===== src/pkg/ccr_pkg.sv =====
package ccr_pkg;

	// Clock rates and the timebase derived from them.
	localparam int unsigned REF_FREQ_HZ = 50_000_000;
	localparam int unsigned TB_FREQ_HZ = 32_768;
	localparam int unsigned INT_DIV_CYC = REF_FREQ_HZ / TB_FREQ_HZ;
	localparam logic [10:0] INT_DIV_LAST = 11'(INT_DIV_CYC - 1);

	// An external timebase counts as absent after this long without a rising edge.
	localparam int unsigned EXT_TIMEOUT_NS = 61_000;
	localparam int unsigned EXT_TIMEOUT_CYC = EXT_TIMEOUT_NS * (REF_FREQ_HZ / 1_000_000) / 1000;
	localparam logic [11:0] EXT_TIMEOUT_LAST = 12'(EXT_TIMEOUT_CYC - 1);

	// Timebase ticks in one conversion period at 14-bit resolution.
	localparam int unsigned CONV_TICKS_14 = 16_384;

	// Widths of the counting path.
	localparam int unsigned ACC_W = 28;
	localparam int unsigned CNT_W = 16;
	localparam int unsigned RES_W = 14;

	// Register offsets.
	localparam logic [7:0] ADDR_MODE = 8'h00;
	localparam logic [7:0] ADDR_CTRL = 8'h01;
	localparam logic [7:0] ADDR_CHG_LO = 8'h02;
	localparam logic [7:0] ADDR_CHG_HI = 8'h03;
	localparam logic [7:0] ADDR_CNT_LO = 8'h04;
	localparam logic [7:0] ADDR_CNT_HI = 8'h05;

	// Mode register fields.
	localparam int unsigned MODE_EXT_FORCE_POS = 0;
	localparam int unsigned MODE_RES_LSB = 1;
	localparam int unsigned MODE_RUN_POS = 4;
	localparam logic [7:0] MODE_RESET = 8'h00;

	// Control and status register fields.
	localparam int unsigned CTRL_ACC_RST_POS = 1;
	localparam int unsigned CTRL_POR_POS = 4;
	localparam int unsigned CTRL_DONE_POS = 5;

	// Data register reset value.
	localparam logic [7:0] DATA_RESET = 8'h00;

	// Bus target address; the value is arbitrary.
	localparam logic [6:0] I2C_ADDR_DEF = 7'h70;

	// Register access strobes from the serial target to the register file.
	typedef struct packed {
		logic start_p;
		logic wr_p;
		logic rd_p;
		logic [7:0] addr;
		logic [7:0] wdata;
	} ccr_regbus_t;

	// Serial target phases.
	typedef enum logic [3:0] {
		TGT_IDLE, TGT_ADDR, TGT_A_ACK, TGT_REG, TGT_R_ACK,
		TGT_WR, TGT_W_ACK, TGT_RD, TGT_M_ACK
	} ccr_tgt_phase_t;

endpackage : ccr_pkg


===== src/rtl/ccr_i2c_target.sv =====
`timescale 1ns/100ps
module ccr_i2c_target #(
	parameter logic [6:0] DEV_ADDR = ccr_pkg::I2C_ADDR_DEF
) (
	input logic ref_clk, // System clock.
	input logic rst_b, // Asynchronous reset, active low.
	input logic ce, // Clock enable; state holds while low.
	input logic scl_i, // Bus clock pin level.
	input logic sda_i, // Bus data pin level.
	output logic sda_o, // Data pin drive level, always low.
	output logic sda_oe_n, // Data pin enable, low while driving.
	output logic [7:0] ptr, // Register pointer for read data.
	input logic [7:0] rdata, // Read data at the pointer.
	output ccr_pkg::ccr_regbus_t bus // Access strobes.
);
	import ccr_pkg::*;

	typedef struct packed {
		logic [2:0] scl_s;
		logic [2:0] sda_s;
		ccr_tgt_phase_t st;
		logic [7:0] sh;
		logic [3:0] cnt;
		logic rw;
		logic nack;
		logic oe_n;
		logic lvl;
		logic [7:0] ptr;
		ccr_regbus_t bus;
	} ccr_tgt_st_t;

	localparam ccr_tgt_st_t TGT_RST = '{scl_s: 3'h7, sda_s: 3'h7, st: TGT_IDLE,
		oe_n: 1'b1, default: '0};

	ccr_tgt_st_t s_r;
	ccr_tgt_st_t s_nxt;
	logic scl_rise;
	logic scl_fall;
	logic start_c;
	logic stop_c;
	logic sda_v;

	// Loads the next read byte, drives its first bit and advances the pointer.
	function automatic ccr_tgt_st_t tgt_load(ccr_tgt_st_t x, logic [7:0] d);
		x.sh = d;
		x.oe_n = d[7];
		x.cnt = 4'h0;
		x.st = TGT_RD;
		x.bus.rd_p = 1'b1;
		x.bus.addr = x.ptr;
		x.ptr = x.ptr + 8'h01;
		return x;
	endfunction : tgt_load

	// Edges are judged on the second and third stages only, never the first.
	assign sda_v = s_r.sda_s[1];
	assign scl_rise = s_r.scl_s[1] & ~s_r.scl_s[2];
	assign scl_fall = ~s_r.scl_s[1] & s_r.scl_s[2];
	assign start_c = s_r.scl_s[1] & s_r.scl_s[2] & ~s_r.sda_s[1] & s_r.sda_s[2];
	assign stop_c = s_r.scl_s[1] & s_r.scl_s[2] & s_r.sda_s[1] & ~s_r.sda_s[2];

	// Byte engine: shifts in on clock rise, shifts out and changes the data pin on clock fall.
	always_comb begin
		s_nxt = s_r;
		s_nxt.scl_s = {s_r.scl_s[1:0], scl_i};
		s_nxt.sda_s = {s_r.sda_s[1:0], sda_i};
		s_nxt.lvl = 1'b0;
		s_nxt.bus.start_p = 1'b0;
		s_nxt.bus.wr_p = 1'b0;
		s_nxt.bus.rd_p = 1'b0;
		if (start_c) begin
			s_nxt.st = TGT_ADDR;
			s_nxt.cnt = 4'h0;
			s_nxt.oe_n = 1'b1;
			s_nxt.bus.start_p = 1'b1;
		end else if (stop_c) begin
			s_nxt.st = TGT_IDLE;
			s_nxt.oe_n = 1'b1;
		end else begin
			case (s_r.st)
				TGT_ADDR, TGT_REG, TGT_WR: begin
					if (scl_rise) begin
						s_nxt.sh = {s_r.sh[6:0], sda_v};
						s_nxt.cnt = s_r.cnt + 4'h1;
					end else if (scl_fall && s_r.cnt == 4'h8) begin
						s_nxt.cnt = 4'h0;
						s_nxt.oe_n = 1'b0;
						if (s_r.st == TGT_ADDR) begin
							s_nxt.rw = s_r.sh[0];
							s_nxt.st = TGT_A_ACK;
							if (s_r.sh[7:1] != DEV_ADDR) begin
								s_nxt.st = TGT_IDLE;
								s_nxt.oe_n = 1'b1;
							end
						end else if (s_r.st == TGT_REG) begin
							s_nxt.ptr = s_r.sh;
							s_nxt.st = TGT_R_ACK;
						end else begin
							s_nxt.bus.wr_p = 1'b1;
							s_nxt.bus.addr = s_r.ptr;
							s_nxt.bus.wdata = s_r.sh;
							s_nxt.ptr = s_r.ptr + 8'h01;
							s_nxt.st = TGT_W_ACK;
						end
					end
				end
				TGT_A_ACK: begin
					if (scl_fall && s_r.rw) begin
						s_nxt = tgt_load(s_nxt, rdata);
					end else if (scl_fall) begin
						s_nxt.oe_n = 1'b1;
						s_nxt.st = TGT_REG;
					end
				end
				TGT_R_ACK, TGT_W_ACK: begin
					if (scl_fall) begin
						s_nxt.oe_n = 1'b1;
						s_nxt.st = TGT_WR;
					end
				end
				TGT_RD: begin
					if (scl_fall && s_r.cnt == 4'h7) begin
						s_nxt.oe_n = 1'b1;
						s_nxt.st = TGT_M_ACK;
					end else if (scl_fall) begin
						s_nxt.sh = {s_r.sh[6:0], 1'b0};
						s_nxt.oe_n = s_r.sh[6];
						s_nxt.cnt = s_r.cnt + 4'h1;
					end
				end
				TGT_M_ACK: begin
					if (scl_rise) begin
						s_nxt.nack = sda_v;
					end else if (scl_fall && s_r.nack) begin
						s_nxt.st = TGT_IDLE;
					end else if (scl_fall) begin
						s_nxt = tgt_load(s_nxt, rdata);
					end
				end
				default: begin
					s_nxt.oe_n = 1'b1;
				end
			endcase
		end
	end

	// State register.
	always_ff @(posedge ref_clk or negedge rst_b) begin
		if (!rst_b) begin
			s_r <= TGT_RST;
		end else if (ce) begin
			s_r <= s_nxt;
		end
	end

	assign sda_o = s_r.lvl;
	assign sda_oe_n = s_r.oe_n;
	assign ptr = s_r.ptr;
	assign bus = s_r.bus;

endmodule : ccr_i2c_target


===== src/rtl/ccr_counter_top.sv =====
`timescale 1ns/100ps
module ccr_counter_top #(
	parameter int unsigned CONV_TICKS = ccr_pkg::CONV_TICKS_14,
	parameter logic [6:0] DEV_ADDR = ccr_pkg::I2C_ADDR_DEF
) (
	input logic ref_clk, // System clock, 50 MHz.
	input logic rst_b, // Asynchronous reset, active low.
	input logic ce, // Clock enable; all state holds while low.
	input logic scl_i, // Bus clock pin.
	input logic sda_i, // Bus data pin level.
	output logic sda_o, // Data pin drive level.
	output logic sda_oe_n, // Data pin enable, low while driving.
	input logic timebase_pin, // External 32,768 Hz timebase, if fitted.
	input logic sense_input_pin // Modulator bit stream of the sense voltage.
);
	import ccr_pkg::*;

	typedef struct packed {
		logic [7:0] mode;
		logic por;
		logic done;
		logic [ACC_W-1:0] acc;
		logic [CNT_W-1:0] cnt;
		logic [15:0] snap_chg;
		logic [15:0] snap_cnt;
		logic [2:0] tb_s;
		logic [2:0] sen_s;
		logic [11:0] ext_to;
		logic ext_on;
		logic [10:0] div;
		logic [14:0] tcnt;
		logic [14:0] ones;
	} ccr_main_st_t;

	localparam ccr_main_st_t MAIN_RST = '{mode: MODE_RESET, por: 1'b1, default: '0};
	localparam logic [14:0] TICKS_FULL = 15'(CONV_TICKS);

	ccr_main_st_t s_r;
	ccr_main_st_t s_nxt;
	ccr_regbus_t bus;
	logic [7:0] ptr;
	logic [7:0] rdata;
	logic run;
	logic force_ext;
	logic [1:0] res_sh;
	logic [14:0] conv_len;
	logic tb_rise;
	logic int_wrap;
	logic tick;
	logic sen_bit;
	logic conv_done;
	logic [14:0] ones_fin;
	logic signed [RES_W-1:0] conv_res;
	logic clr;
	logic ctrl_rd;

	// Turns the count of ones over a period into a signed 14-bit step.
	// Lower resolutions use a shorter period and are scaled up, so their low bits stay zero unless the result clamps at 8191.
	function automatic logic signed [RES_W-1:0] conv_scale(logic [14:0] ones,
		logic [14:0] len, logic [1:0] sh);
		logic signed [16:0] d;
		d = $signed({2'b00, ones}) - $signed({3'b000, len[14:1]});
		d = d <<< sh;
		if (d > 17'sh01FFF) begin
			d = 17'sh01FFF;
		end
		return d[RES_W-1:0];
	endfunction : conv_scale

	// Serial target holding the byte engine and the register pointer.
	ccr_i2c_target #(
		.DEV_ADDR(DEV_ADDR)
	) u_target (
		.ref_clk(ref_clk),
		.rst_b(rst_b),
		.ce(ce),
		.scl_i(scl_i),
		.sda_i(sda_i),
		.sda_o(sda_o),
		.sda_oe_n(sda_oe_n),
		.ptr(ptr),
		.rdata(rdata),
		.bus(bus)
	);

	// Mode decode.
	assign run = s_r.mode[MODE_RUN_POS];
	assign force_ext = s_r.mode[MODE_EXT_FORCE_POS];
	assign res_sh = (s_r.mode[MODE_RES_LSB+:2] == 2'b11) ? 2'b10 : s_r.mode[MODE_RES_LSB+:2];
	assign conv_len = TICKS_FULL >> res_sh;

	// Timebase choice: a live external clock wins; the force bit only silences the oscillator.
	assign tb_rise = s_r.tb_s[1] & ~s_r.tb_s[2];
	assign int_wrap = (s_r.div == INT_DIV_LAST);
	assign tick = s_r.ext_on ? tb_rise : (int_wrap & ~force_ext);

	// Conversion end and its result.
	assign sen_bit = s_r.sen_s[1];
	assign ones_fin = s_r.ones + {14'h0000, sen_bit};
	assign conv_done = run & tick & (s_r.tcnt >= conv_len - 15'h0001);
	assign conv_res = conv_scale(ones_fin, conv_len, res_sh);

	// Register strobes decoded from the serial target.
	assign clr = bus.wr_p & (bus.addr == ADDR_CTRL) & bus.wdata[CTRL_ACC_RST_POS];
	assign ctrl_rd = bus.rd_p & (bus.addr == ADDR_CTRL);

	// Read data: data registers come from the snapshot of this transfer.
	always_comb begin
		rdata = DATA_RESET;
		if (ptr == ADDR_MODE) begin
			rdata = s_r.mode;
		end else if (ptr == ADDR_CTRL) begin
			rdata[CTRL_POR_POS] = s_r.por;
			rdata[CTRL_DONE_POS] = s_r.done;
		end else if (ptr == ADDR_CHG_LO) begin
			rdata = s_r.snap_chg[7:0];
		end else if (ptr == ADDR_CHG_HI) begin
			rdata = s_r.snap_chg[15:8];
		end else if (ptr == ADDR_CNT_LO) begin
			rdata = s_r.snap_cnt[7:0];
		end else if (ptr == ADDR_CNT_HI) begin
			rdata = s_r.snap_cnt[15:8];
		end
	end

	// Next state for the timebase, converter, accumulator and registers.
	always_comb begin
		s_nxt = s_r;
		s_nxt.tb_s = {s_r.tb_s[1:0], timebase_pin};
		s_nxt.sen_s = {s_r.sen_s[1:0], sense_input_pin};

		// Internal oscillator divider; held at zero while the force bit inhibits it.
		s_nxt.div = (int_wrap | force_ext) ? 11'h000 : s_r.div + 11'h001;

		// Presence detector: any rising edge arms it, a long quiet spell drops it.
		if (tb_rise) begin
			s_nxt.ext_on = 1'b1;
			s_nxt.ext_to = 12'h000;
		end else if (s_r.ext_to == EXT_TIMEOUT_LAST) begin
			s_nxt.ext_on = 1'b0;
		end else begin
			s_nxt.ext_to = s_r.ext_to + 12'h001;
		end

		// Integrator samples the sense stream once per timebase tick.
		if (!run) begin
			s_nxt.tcnt = 15'h0000;
			s_nxt.ones = 15'h0000;
		end else if (conv_done) begin
			s_nxt.tcnt = 15'h0000;
			s_nxt.ones = 15'h0000;
		end else if (tick) begin
			s_nxt.tcnt = s_r.tcnt + 15'h0001;
			s_nxt.ones = ones_fin;
		end

		// Completion adds the step and counts it in one cycle; carries fall off the top.
		if (conv_done) begin
			s_nxt.acc = s_r.acc + ACC_W'({{(ACC_W-RES_W){conv_res[RES_W-1]}}, conv_res});
			s_nxt.cnt = s_r.cnt + 16'h0001;
		end
		if (clr) begin
			s_nxt.acc = '0;
			s_nxt.cnt = 16'h0000;
		end

		// Snapshot at every start condition so that one transfer reads one instant.
		if (bus.start_p) begin
			s_nxt.snap_chg = s_r.acc[ACC_W-1:ACC_W-16];
			s_nxt.snap_cnt = s_r.cnt;
		end

		// Register writes; the reset bit is a strobe and always reads back zero.
		if (bus.wr_p && bus.addr == ADDR_MODE) begin
			s_nxt.mode = bus.wdata;
		end
		if (bus.wr_p && bus.addr == ADDR_CTRL && !bus.wdata[CTRL_POR_POS]) begin
			s_nxt.por = 1'b0;
		end

		// Done flag: a read clears it, but a completion in the same cycle wins.
		if (ctrl_rd) begin
			s_nxt.done = 1'b0;
		end
		if (conv_done) begin
			s_nxt.done = 1'b1;
		end
	end

	// State register.
	always_ff @(posedge ref_clk or negedge rst_b) begin
		if (!rst_b) begin
			s_r <= MAIN_RST;
		end else if (ce) begin
			s_r <= s_nxt;
		end
	end

	// Counts quiet cycles since the last snapshot for the stability check.
	logic [3:0] quiet_cnt;
	always_ff @(posedge ref_clk or negedge rst_b) begin
		if (!rst_b) begin
			quiet_cnt <= 4'h0;
		end else if (ce && bus.start_p) begin
			quiet_cnt <= 4'h0;
		end else if (ce && quiet_cnt != 4'hF) begin
			quiet_cnt <= quiet_cnt + 4'h1;
		end
	end
endmodule : ccr_counter_top


===== config.mk =====
export PLATFORM = sky130hd
export DESIGN_NAME = ccr_counter_top
export DESIGN_NICKNAME = d
export VERILOG_FILES = /design/src/pkg/ccr_pkg.sv /design/src/rtl/ccr_i2c_target.sv /design/src/rtl/ccr_counter_top.sv
export SDC_FILE = /design/constraint.sdc
export NUM_CORES = 1
export LEC_CHECK = 0
export ABC_AREA = 1
export BUFFER_PORTS_ARGS = -buffer_cell sky130_fd_sc_hd__buf_2
export CAP_MARGIN = 20
export CORE_ASPECT_RATIO = 0.5
export CORE_MARGIN = 2
export CORE_UTILIZATION = 35
export CTS_CLUSTER_DIAMETER = 50
export DETAILED_ROUTE_END_ITERATION = 7
export GPL_TIMING_DRIVEN = 1
export SKIP_LAST_GASP = 1
export SYNTH_ARGS = -nofsm -noshare
export SYNTH_HDL_FRONTEND = slang
export SYNTH_SLANG_ARGS = --single-unit

===== constraint.sdc =====
create_clock -name ref_clk -period 13.6 [get_ports ref_clk]
set_input_delay 1.36 -clock ref_clk [delete_from_list [all_inputs] [get_ports ref_clk]]
set_output_delay 1.36 -clock ref_clk [all_outputs]
set_load 0.01 [all_outputs]

==> out/qor.log, run 1 <==
INFO  drt            detail_route.vias_per_cell=5.03
INFO  logic_synthesis synthXorXnorAreaFrac=0.0335
INFO  logic_synthesis synth.ff_latch_count=197
INFO  critical_path  rrSetupSlack=7.63ns
INFO  timing         grt_setup_unrepaired=false
INFO  timing         final_hold_viol_count=0
INFO  drt            antenna_left=0
INFO  critical_path  worst_ep_arrival_time=6.27ns
INFO  logic_synthesis synth.avg_cell_area=7.57um2
INFO  critical_path  crit_type=reg2reg
INFO  logic_synthesis synth_simple_gate_area_frac=0.260
INFO  cells_and_area antenna_cells_inserted=0
INFO  drt            drt_iter0_drc=988
INFO  grt            vias_in_the_first_global_route=9,822
INFO  timing         timing.clock.skew=0.0127ns
INFO  floorplan      die_y=137um
INFO  floorplan      fp.dieArea=36,700um2
INFO  logic_synthesis synth_most_common_cell=sky130_fd_sc_hd__nand2_1
INFO  cells_and_area finalNetCount=1,664
INFO  clocking       clkLatencyLatePin=0.46ns
INFO  clocking       postCtsResizedCells=0
INFO  placement      detailed_place.area=12,800um2
INFO  critical_path  critPathMostFrequentCell=sky130_fd_sc_hd__nand2_1
INFO  grt            grt_pass1_wl=51,500um
INFO  logic_synthesis ys.flop_type=sky130_fd_sc_hd__dfrtp_1
INFO  clocking       postCtsSetupBuffers=0
INFO  power          p_leak=6.40nW
INFO  clocking       clk_pin_slew_worst_paths=0.07ns
INFO  logic_synthesis synth_top_cells_by_count=sky130_fd_sc_hd__nand2_1, sky130_fd_sc_hd__inv_1, sky130_fd_sc_hd__dfrtp_1
INFO  timing         tns_setup=0ns
INFO  timing         final_period_minus_worst_setup_slack=5.97ns
INFO  logic_synthesis postSynthCellCount=1,624
INFO  cells_and_area area_growth_syn_to_layout=8.60%
INFO  flow_run       max_cap_viol_count=0
INFO  placement      post-dp-hpwl=22,400um
INFO  logic_synthesis fraction_of_registers_with_async_set_reset=1.00
INFO  cells_and_area final_design_area_no_fill=13,400um2
INFO  floorplan      num_rows=48
INFO  critical_path  crit_path_max_fanout=20
INFO  logic_synthesis seq_area_frac_synth=0.402
INFO  status         run_status=completed
INFO  critical_path  setup.worst_path.start_class=flop
INFO  drt            totalWireLength=30,800um
INFO  logic_synthesis ys.warnings.count=0
INFO  clocking       tritoncts_clock_tree=built
INFO  critical_path  worst_ep_required_time=13.89ns
INFO  logic_synthesis syn-cell-area=12,300um2
INFO  floorplan      core_area=34,500um2
INFO  floorplan      pin_count=9
INFO  timing         timing.final.setup_violations=0
INFO  cells_and_area drive_above_1_share=0.0711
INFO  timing         fmaxAchievable=167MHz
INFO  drt            routedWlPerCell=14.6um
INFO  placement      finalWeightedCongestion=0.915
INFO  logic_synthesis synth_top_family_by_area=simple AND/OR/NAND/NOR gates
INFO  clocking       clockRootBuffer=sky130_fd_sc_hd__clkbuf_16
INFO  clocking       cts.htree.levels=4
INFO  logic_synthesis synth.distinct_cells=62
INFO  logic_synthesis synthDominantCellAreaShare=0.385
INFO  power          ir_drop=0.0815mV
INFO  critical_path  cp-end-kind=flop
INFO  logic_synthesis yosys-mux-area-fraction=0.00835
INFO  grt            grt_usage=0.177
INFO  logic_synthesis synth_enable_flop_cells=0
INFO  logic_synthesis synth_top_area_cell=sky130_fd_sc_hd__dfrtp_1
INFO  drt            drcViolationCount=0
INFO  timing         final-max-slew-violation-count=0
INFO  floorplan      floorplan.die.width=269um
INFO  timing         final_worst_path_period_share=0.439
INFO  logic_synthesis netlist_top_cells_area=sky130_fd_sc_hd__dfrtp_1, sky130_fd_sc_hd__nand2_1, sky130_fd_sc_hd__inv_1, sky130_fd_sc_hd__o21ai_0, sky130_fd_sc_hd__nand3_1
INFO  grt            grt_antenna_before_repair=0
INFO  critical_path  critPathMaxStageDelay=0.68ns
INFO  placement      port-buffer-count=7
INFO  clocking       cts_hold_bufs=0
INFO  clocking       cts.sinks=197
INFO  clocking       maximum_count_of_clock_buffers_along_a_single_path=2
INFO  critical_path  crit_path_top_delay_cell=sky130_fd_sc_hd__o311ai_1
INFO  floorplan      initial_utilization=0.356
INFO  power          fin_total_pwr=0.00184W
INFO  drt            via_count=10.6k
INFO  logic_synthesis synthesized_area_fraction_occupied_by_ao_oa_aoi_and_oai_cells=0.163
INFO  grt            grt_max_degree=92
INFO  worst_hold_path hold_path_class=reg2reg
INFO  timing         finalHoldWorstSlack=0.464ns
INFO  grt            grt_overflow=0
INFO  power          power-per-cell-area=138nW/um2
INFO  cells_and_area final.fill_count=3,546
INFO  clocking       cts_buffers=17
INFO  timing         timing_worst_slew_pin_value=1.06ns
INFO  drt            dr.pass1.iters=5
INFO  timing         max_slew_margin=0.293
INFO  logic_synthesis synth_adder_area_share=0.0403
[sequential cells by signal, summed over array words and instances, names as in the netlist]
signal             count
run                    1
u_target.ptr           8
u_target.s_r          24
s_r                  139
u_target.bus          19
s_nxt                  4
u_target.sda_oe_n      1
force_ext              1
[critical path: cells and delay by family (launching register included)]
family          cells  cell delay (ns)
compound gates      8             1.85
xor+xnor            1             0.20
fa+ha+maj           4             1.07
buf+inv             2             0.38
flops               1             0.35
simple gates       18             1.96
[power breakdown]
part           total, W  internal (W)  switching, W  leakage, nW
Combinational  0.000556      0.000183      0.000373         3.60
Clock          0.000506      0.000251      0.000255        0.279
Sequential     0.000778      0.000693     0.0000849         2.53
[logic make-up (layout without fill, tap and decap cells)]
logic type,after synthesis,after routing
flops,197,197
buf+inv,290,296
mux,10,10
other cells,2,3
fa+ha+maj,39,39
simple gates,698,698
xor+xnor,47,47
compound gates,341,341
[cell type report]
class / count / area (um2) / area share
Clock buffer: 20 / 457 / 0.0342
Multi-Input combinational cell: 1138 / 6220 / 0.466
Tap cell: 475 / 594 / 0.0445
Clock inverter: 12 / 110 / 0.00825
Sequential cell: 197 / 4940 / 0.370
Timing Repair Buffer: 13 / 86.3 / 0.00647
Inverter: 251 / 945 / 0.0708
[placed cells by master, fill, tap and decap left out, types with 8 or more instances in the layout]
cell                        instances
sky130_fd_sc_hd__dfrtp_1          189
sky130_fd_sc_hd__nand2_2           17
sky130_fd_sc_hd__nand3_1          116
sky130_fd_sc_hd__nor3_1            38
sky130_fd_sc_hd__nand4_1           28
sky130_fd_sc_hd__nor4_1            11
sky130_fd_sc_hd__nand2_1          319
sky130_fd_sc_hd__inv_1            242
sky130_fd_sc_hd__o41ai_1           11
sky130_fd_sc_hd__nor2_1           125
sky130_fd_sc_hd__o21ai_0          165
sky130_fd_sc_hd__clkbuf_16         17
sky130_fd_sc_hd__mux2i_1            8
sky130_fd_sc_hd__o211ai_1          14
sky130_fd_sc_hd__ha_1              38
sky130_fd_sc_hd__nor2_2            15
sky130_fd_sc_hd__o32ai_1            9
sky130_fd_sc_hd__a21oi_1           60
sky130_fd_sc_hd__o21ai_1            8
sky130_fd_sc_hd__xor2_1            41
sky130_fd_sc_hd__dfstp_2            8
sky130_fd_sc_hd__o22ai_1           22
[worst paths after layout]
kind / start / end / cells past startpoint
min in group asynchronous: rst_b / s_r[114] / 1
worst min register to register: u_target.s_r[50] / u_target.s_r[50] / 2
max in group asynchronous: rst_b / s_r[4] / 2
worst min-delay path: u_target.s_r[50] / u_target.s_r[50] / 2
worst max-delay path: s_r[0] / s_r[126] / 33
worst max register to register: s_r[0] / s_r[126] / 33
[metrics by stage]
stage | setup slack, ns | cells | utilization
2_1_floorplan | 8.49 | 1625 | -
3_3_place_gp | 7.36 | 2073 | 0.370
3_5_place_dp | 7.67 | 2074 | 0.370
4_1_cts | 7.63 | 2106 | 0.387
5_1_grt | 6.81 | 2106 | 0.387
6_report | 7.63 | 2106 | 0.387
[metal layers]
metal	vias up	global-route usage	wire [um]	share of wire
met5	-	0	0	0
met4	0	0.0519	433	0.014
met3	31	0.0326	1380	0.045
met2	185	0.257	12900	0.42
met1	4941	0.267	16100	0.52
li1	5426	-	-	-
Power figures use the tool's default switching activity.
==> run 2, diff against run 1 <==
==> constraint.sdc (replaced) <==
create_clock -name ref_clk -period 5.09 [get_ports ref_clk]
set_input_delay 0.509 -clock ref_clk [delete_from_list [all_inputs] [get_ports ref_clk]]
set_output_delay 0.509 -clock ref_clk [all_outputs]
set_load 0.01 [all_outputs]
==> run 2 against run 1 <==
  * Sequential cell count unchanged
  * Via count increased by 2.1%
  * First-iteration DRC count decreased by 4.6%
  * Power increased to 2.7 times the previous value
  * Clock power increased to 2.7 times the previous value
  * Largest cell class unchanged
==> out/qor.log, run 2 (synthesis results as in run 1) <==
INFO  timing         grt_setup_unrepaired=true
INFO  cells_and_area final.fill_count=3,494
INFO  timing         final_period_minus_worst_setup_slack=4.96ns
INFO  placement      detailed_place.area=12,900um2
INFO  grt            grt_usage=0.177
INFO  clocking       cts.sinks=197
INFO  drt            via_count=10.8k
INFO  timing         final_worst_path_period_share=0.974
INFO  power          ir_drop=0.220mV
INFO  critical_path  crit_type=reg2reg
INFO  clocking       clkLatencyLatePin=0.46ns
INFO  placement      finalWeightedCongestion=0.906
INFO  timing         post_layout_worst_setup_margin=0.135ns
INFO  drt            totalWireLength=31,000um
INFO  cells_and_area area_growth_syn_to_layout=12.9%
INFO  critical_path  crit_path_max_fanout=5
INFO  clocking       maximum_count_of_clock_buffers_along_a_single_path=2
INFO  cells_and_area registers.top_by_ff_count=s_r
INFO  drt            m1_wire_length=16,000um
INFO  timing         tns_setup=0ns
INFO  critical_path  crit_path_top_delay_cell=sky130_fd_sc_hd__dfrtp_1
INFO  cells_and_area most_common_library_cell_in_the_layout_ignoring_fill_and_taps=sky130_fd_sc_hd__nand2_1
INFO  floorplan      num_rows=48
INFO  drt            met2WireLength=13,000um
INFO  placement      post-dp-hpwl=22,200um
INFO  floorplan      floorplan.die.width=269um
INFO  cells_and_area non_filler_instance_count_after_layout=2,131
INFO  drt            drcViolationCount=0
INFO  cells_and_area finalNetCount=1,689
INFO  clocking       clockRootBuffer=sky130_fd_sc_hd__clkbuf_16
INFO  floorplan      pin_count=9
INFO  clocking       cts_buffers=17
INFO  critical_path  setup.worst_path.start_class=flop
INFO  timing         timing_worst_slew_pin_value=1.01ns
INFO  power          power-per-cell-area=358nW/um2
INFO  critical_path  critPathMaxStageDelay=0.36ns
INFO  clocking       clk_pin_slew_worst_paths=0.08ns
INFO  clocking       cts.htree.levels=4
INFO  drt            dr.pass1.iters=5
INFO  grt            grt_overflow=0
INFO  timing         final-max-slew-violation-count=0
INFO  drt            dr.max_layer_used=met4
INFO  clocking       cts_hold_bufs=0
INFO  critical_path  critPathMostFrequentCell=sky130_fd_sc_hd__nand2_1
INFO  cells_and_area final_design_area_no_fill=13,900um2
INFO  cells_and_area drive_above_1_share=0.117
INFO  timing         finalHoldWorstSlack=0.0327ns
INFO  grt            grt_antenna_before_repair=0
INFO  grt            vias_in_the_first_global_route=10.1k
INFO  timing         max_slew_margin=0.322
INFO  placement      port-buffer-count=7
INFO  timing         timing.clock.skew=0.0123ns
INFO  timing         fmaxAchievable=202MHz
INFO  timing         timing.final.setup_violations=0
INFO  status         run_status=completed
INFO  worst_hold_path hold_path_class=in2async
INFO  power          p_leak=6.57nW
INFO  cells_and_area largest_register_ff_count=139
INFO  grt            grt_pass1_wl=51,800um
INFO  drt            drt_iter0_drc=943
INFO  drt            detail_route.vias_per_cell=5.07
INFO  drt            routedWlPerCell=14.6um
INFO  drt            route.met3.wl=1640um
INFO  clocking       tritoncts_clock_tree=built
INFO  cells_and_area antenna_cells_inserted=0
INFO  placement      place_inst=2,088
INFO  placement      place_ws=-0.0628ns
INFO  floorplan      core_area=34,500um2
INFO  critical_path  worst_ep_arrival_time=5.30ns
INFO  floorplan      die_y=137um
INFO  timing         final_hold_viol_count=0
INFO  grt            grt_max_degree=124
INFO  cells_and_area layout.cells.most_common_list=sky130_fd_sc_hd__nand2_1, sky130_fd_sc_hd__inv_1, sky130_fd_sc_hd__dfrtp_1
INFO  critical_path  cp-end-kind=flop
INFO  drt            antenna_left=0
INFO  floorplan      initial_utilization=0.356
INFO  floorplan      fp.dieArea=36,700um2
INFO  critical_path  worst_ep_required_time=5.44ns
INFO  flow_run       max_cap_viol_count=0
run 2: cell count changes in the layout (fill, tap and decap cells not counted), sizes merged:
cell / before / now
clkinv: 6 / 7
bufinv: 0 / 1
clkbuf: 21 / 19
buf: 12 / 37
run 2: worst max-delay path: cells and delay by family (launching register included):
family / cells / cell delay (ns)
AO/OA/AOI/OAI: 8 / 1.62
XOR/XNOR: 1 / 0.19
adder cells (fa/ha/maj): 4 / 1.07
buffers and inverters: 1 / 0.10
flip-flops: 1 / 0.36
AND/OR/NAND/NOR: 15 / 1.47
run 2: stage by stage:
stage,power [W],utilization
2_1_floorplan,0.00319,-
3_3_place_gp,0.00357,0.374
3_5_place_dp,0.00358,0.374
4_1_cts,0.00499,0.391
5_1_grt,0.00534,0.402
6_report,0.00498,0.402
run 2: power by group:
| part | switching (W) | internal (W) | leakage [nW] | total (W) |
|---|---|---|---|---|
| Combinational | 0.00101 | 0.000511 | 3.76 | 0.00152 |
| Sequential | 0.000227 | 0.00185 | 2.53 | 0.00208 |
| Clock | 0.000681 | 0.000699 | 0.287 | 0.00138 |
| Total | 0.00191 | 0.00306 | 6.57 | 0.00498 |
run 2: cell type report:
| type | count | area, um2 | area share |
|---|---|---|---|
| repair buffers | 38 | 313 | 0.0225 |
| flip-flops and latches | 197 | 4940 | 0.356 |
| clock inverters | 14 | 161 | 0.0116 |
| clock buffers | 18 | 429 | 0.0309 |
| multi-input cells | 1138 | 6500 | 0.468 |
| inverters | 251 | 945 | 0.0680 |
| well taps | 475 | 594 | 0.0428 |
run 2: path summary, 6_finish.rpt:
path / from / endpoint / slack (ns) / depth (start not counted)
setup / recovery: s_nxt[56] / s_r[133] / 0.13 / 29
hold / removal: rst_b / s_r[110] / 0.03 / 1
setup reg to reg: s_nxt[56] / s_r[133] / 0.13 / 29
hold reg to reg: u_target.s_r[50] / u_target.s_r[50] / 0.47 / 2
max in group asynchronous: rst_b / s_r[122] / 3.91 / 2
min in group ref_clk: scl_i / u_target.s_r[50] / 0.24 / 3
run 2: timing repair:
item	in CTS	in global routing
endpoints found under the setup margin	6	21
gates resized for setup	3	72
pin swaps	0	27
gates cloned	0	1
buffers inserted	0	10
run 2: per-layer routing:
layer  GRT usage  vias to the layer above
met5           0                        -
met4      0.0358                        0
met3      0.0372                       36
met2       0.265                      264
met1       0.261                     5059
li1            -                     5446
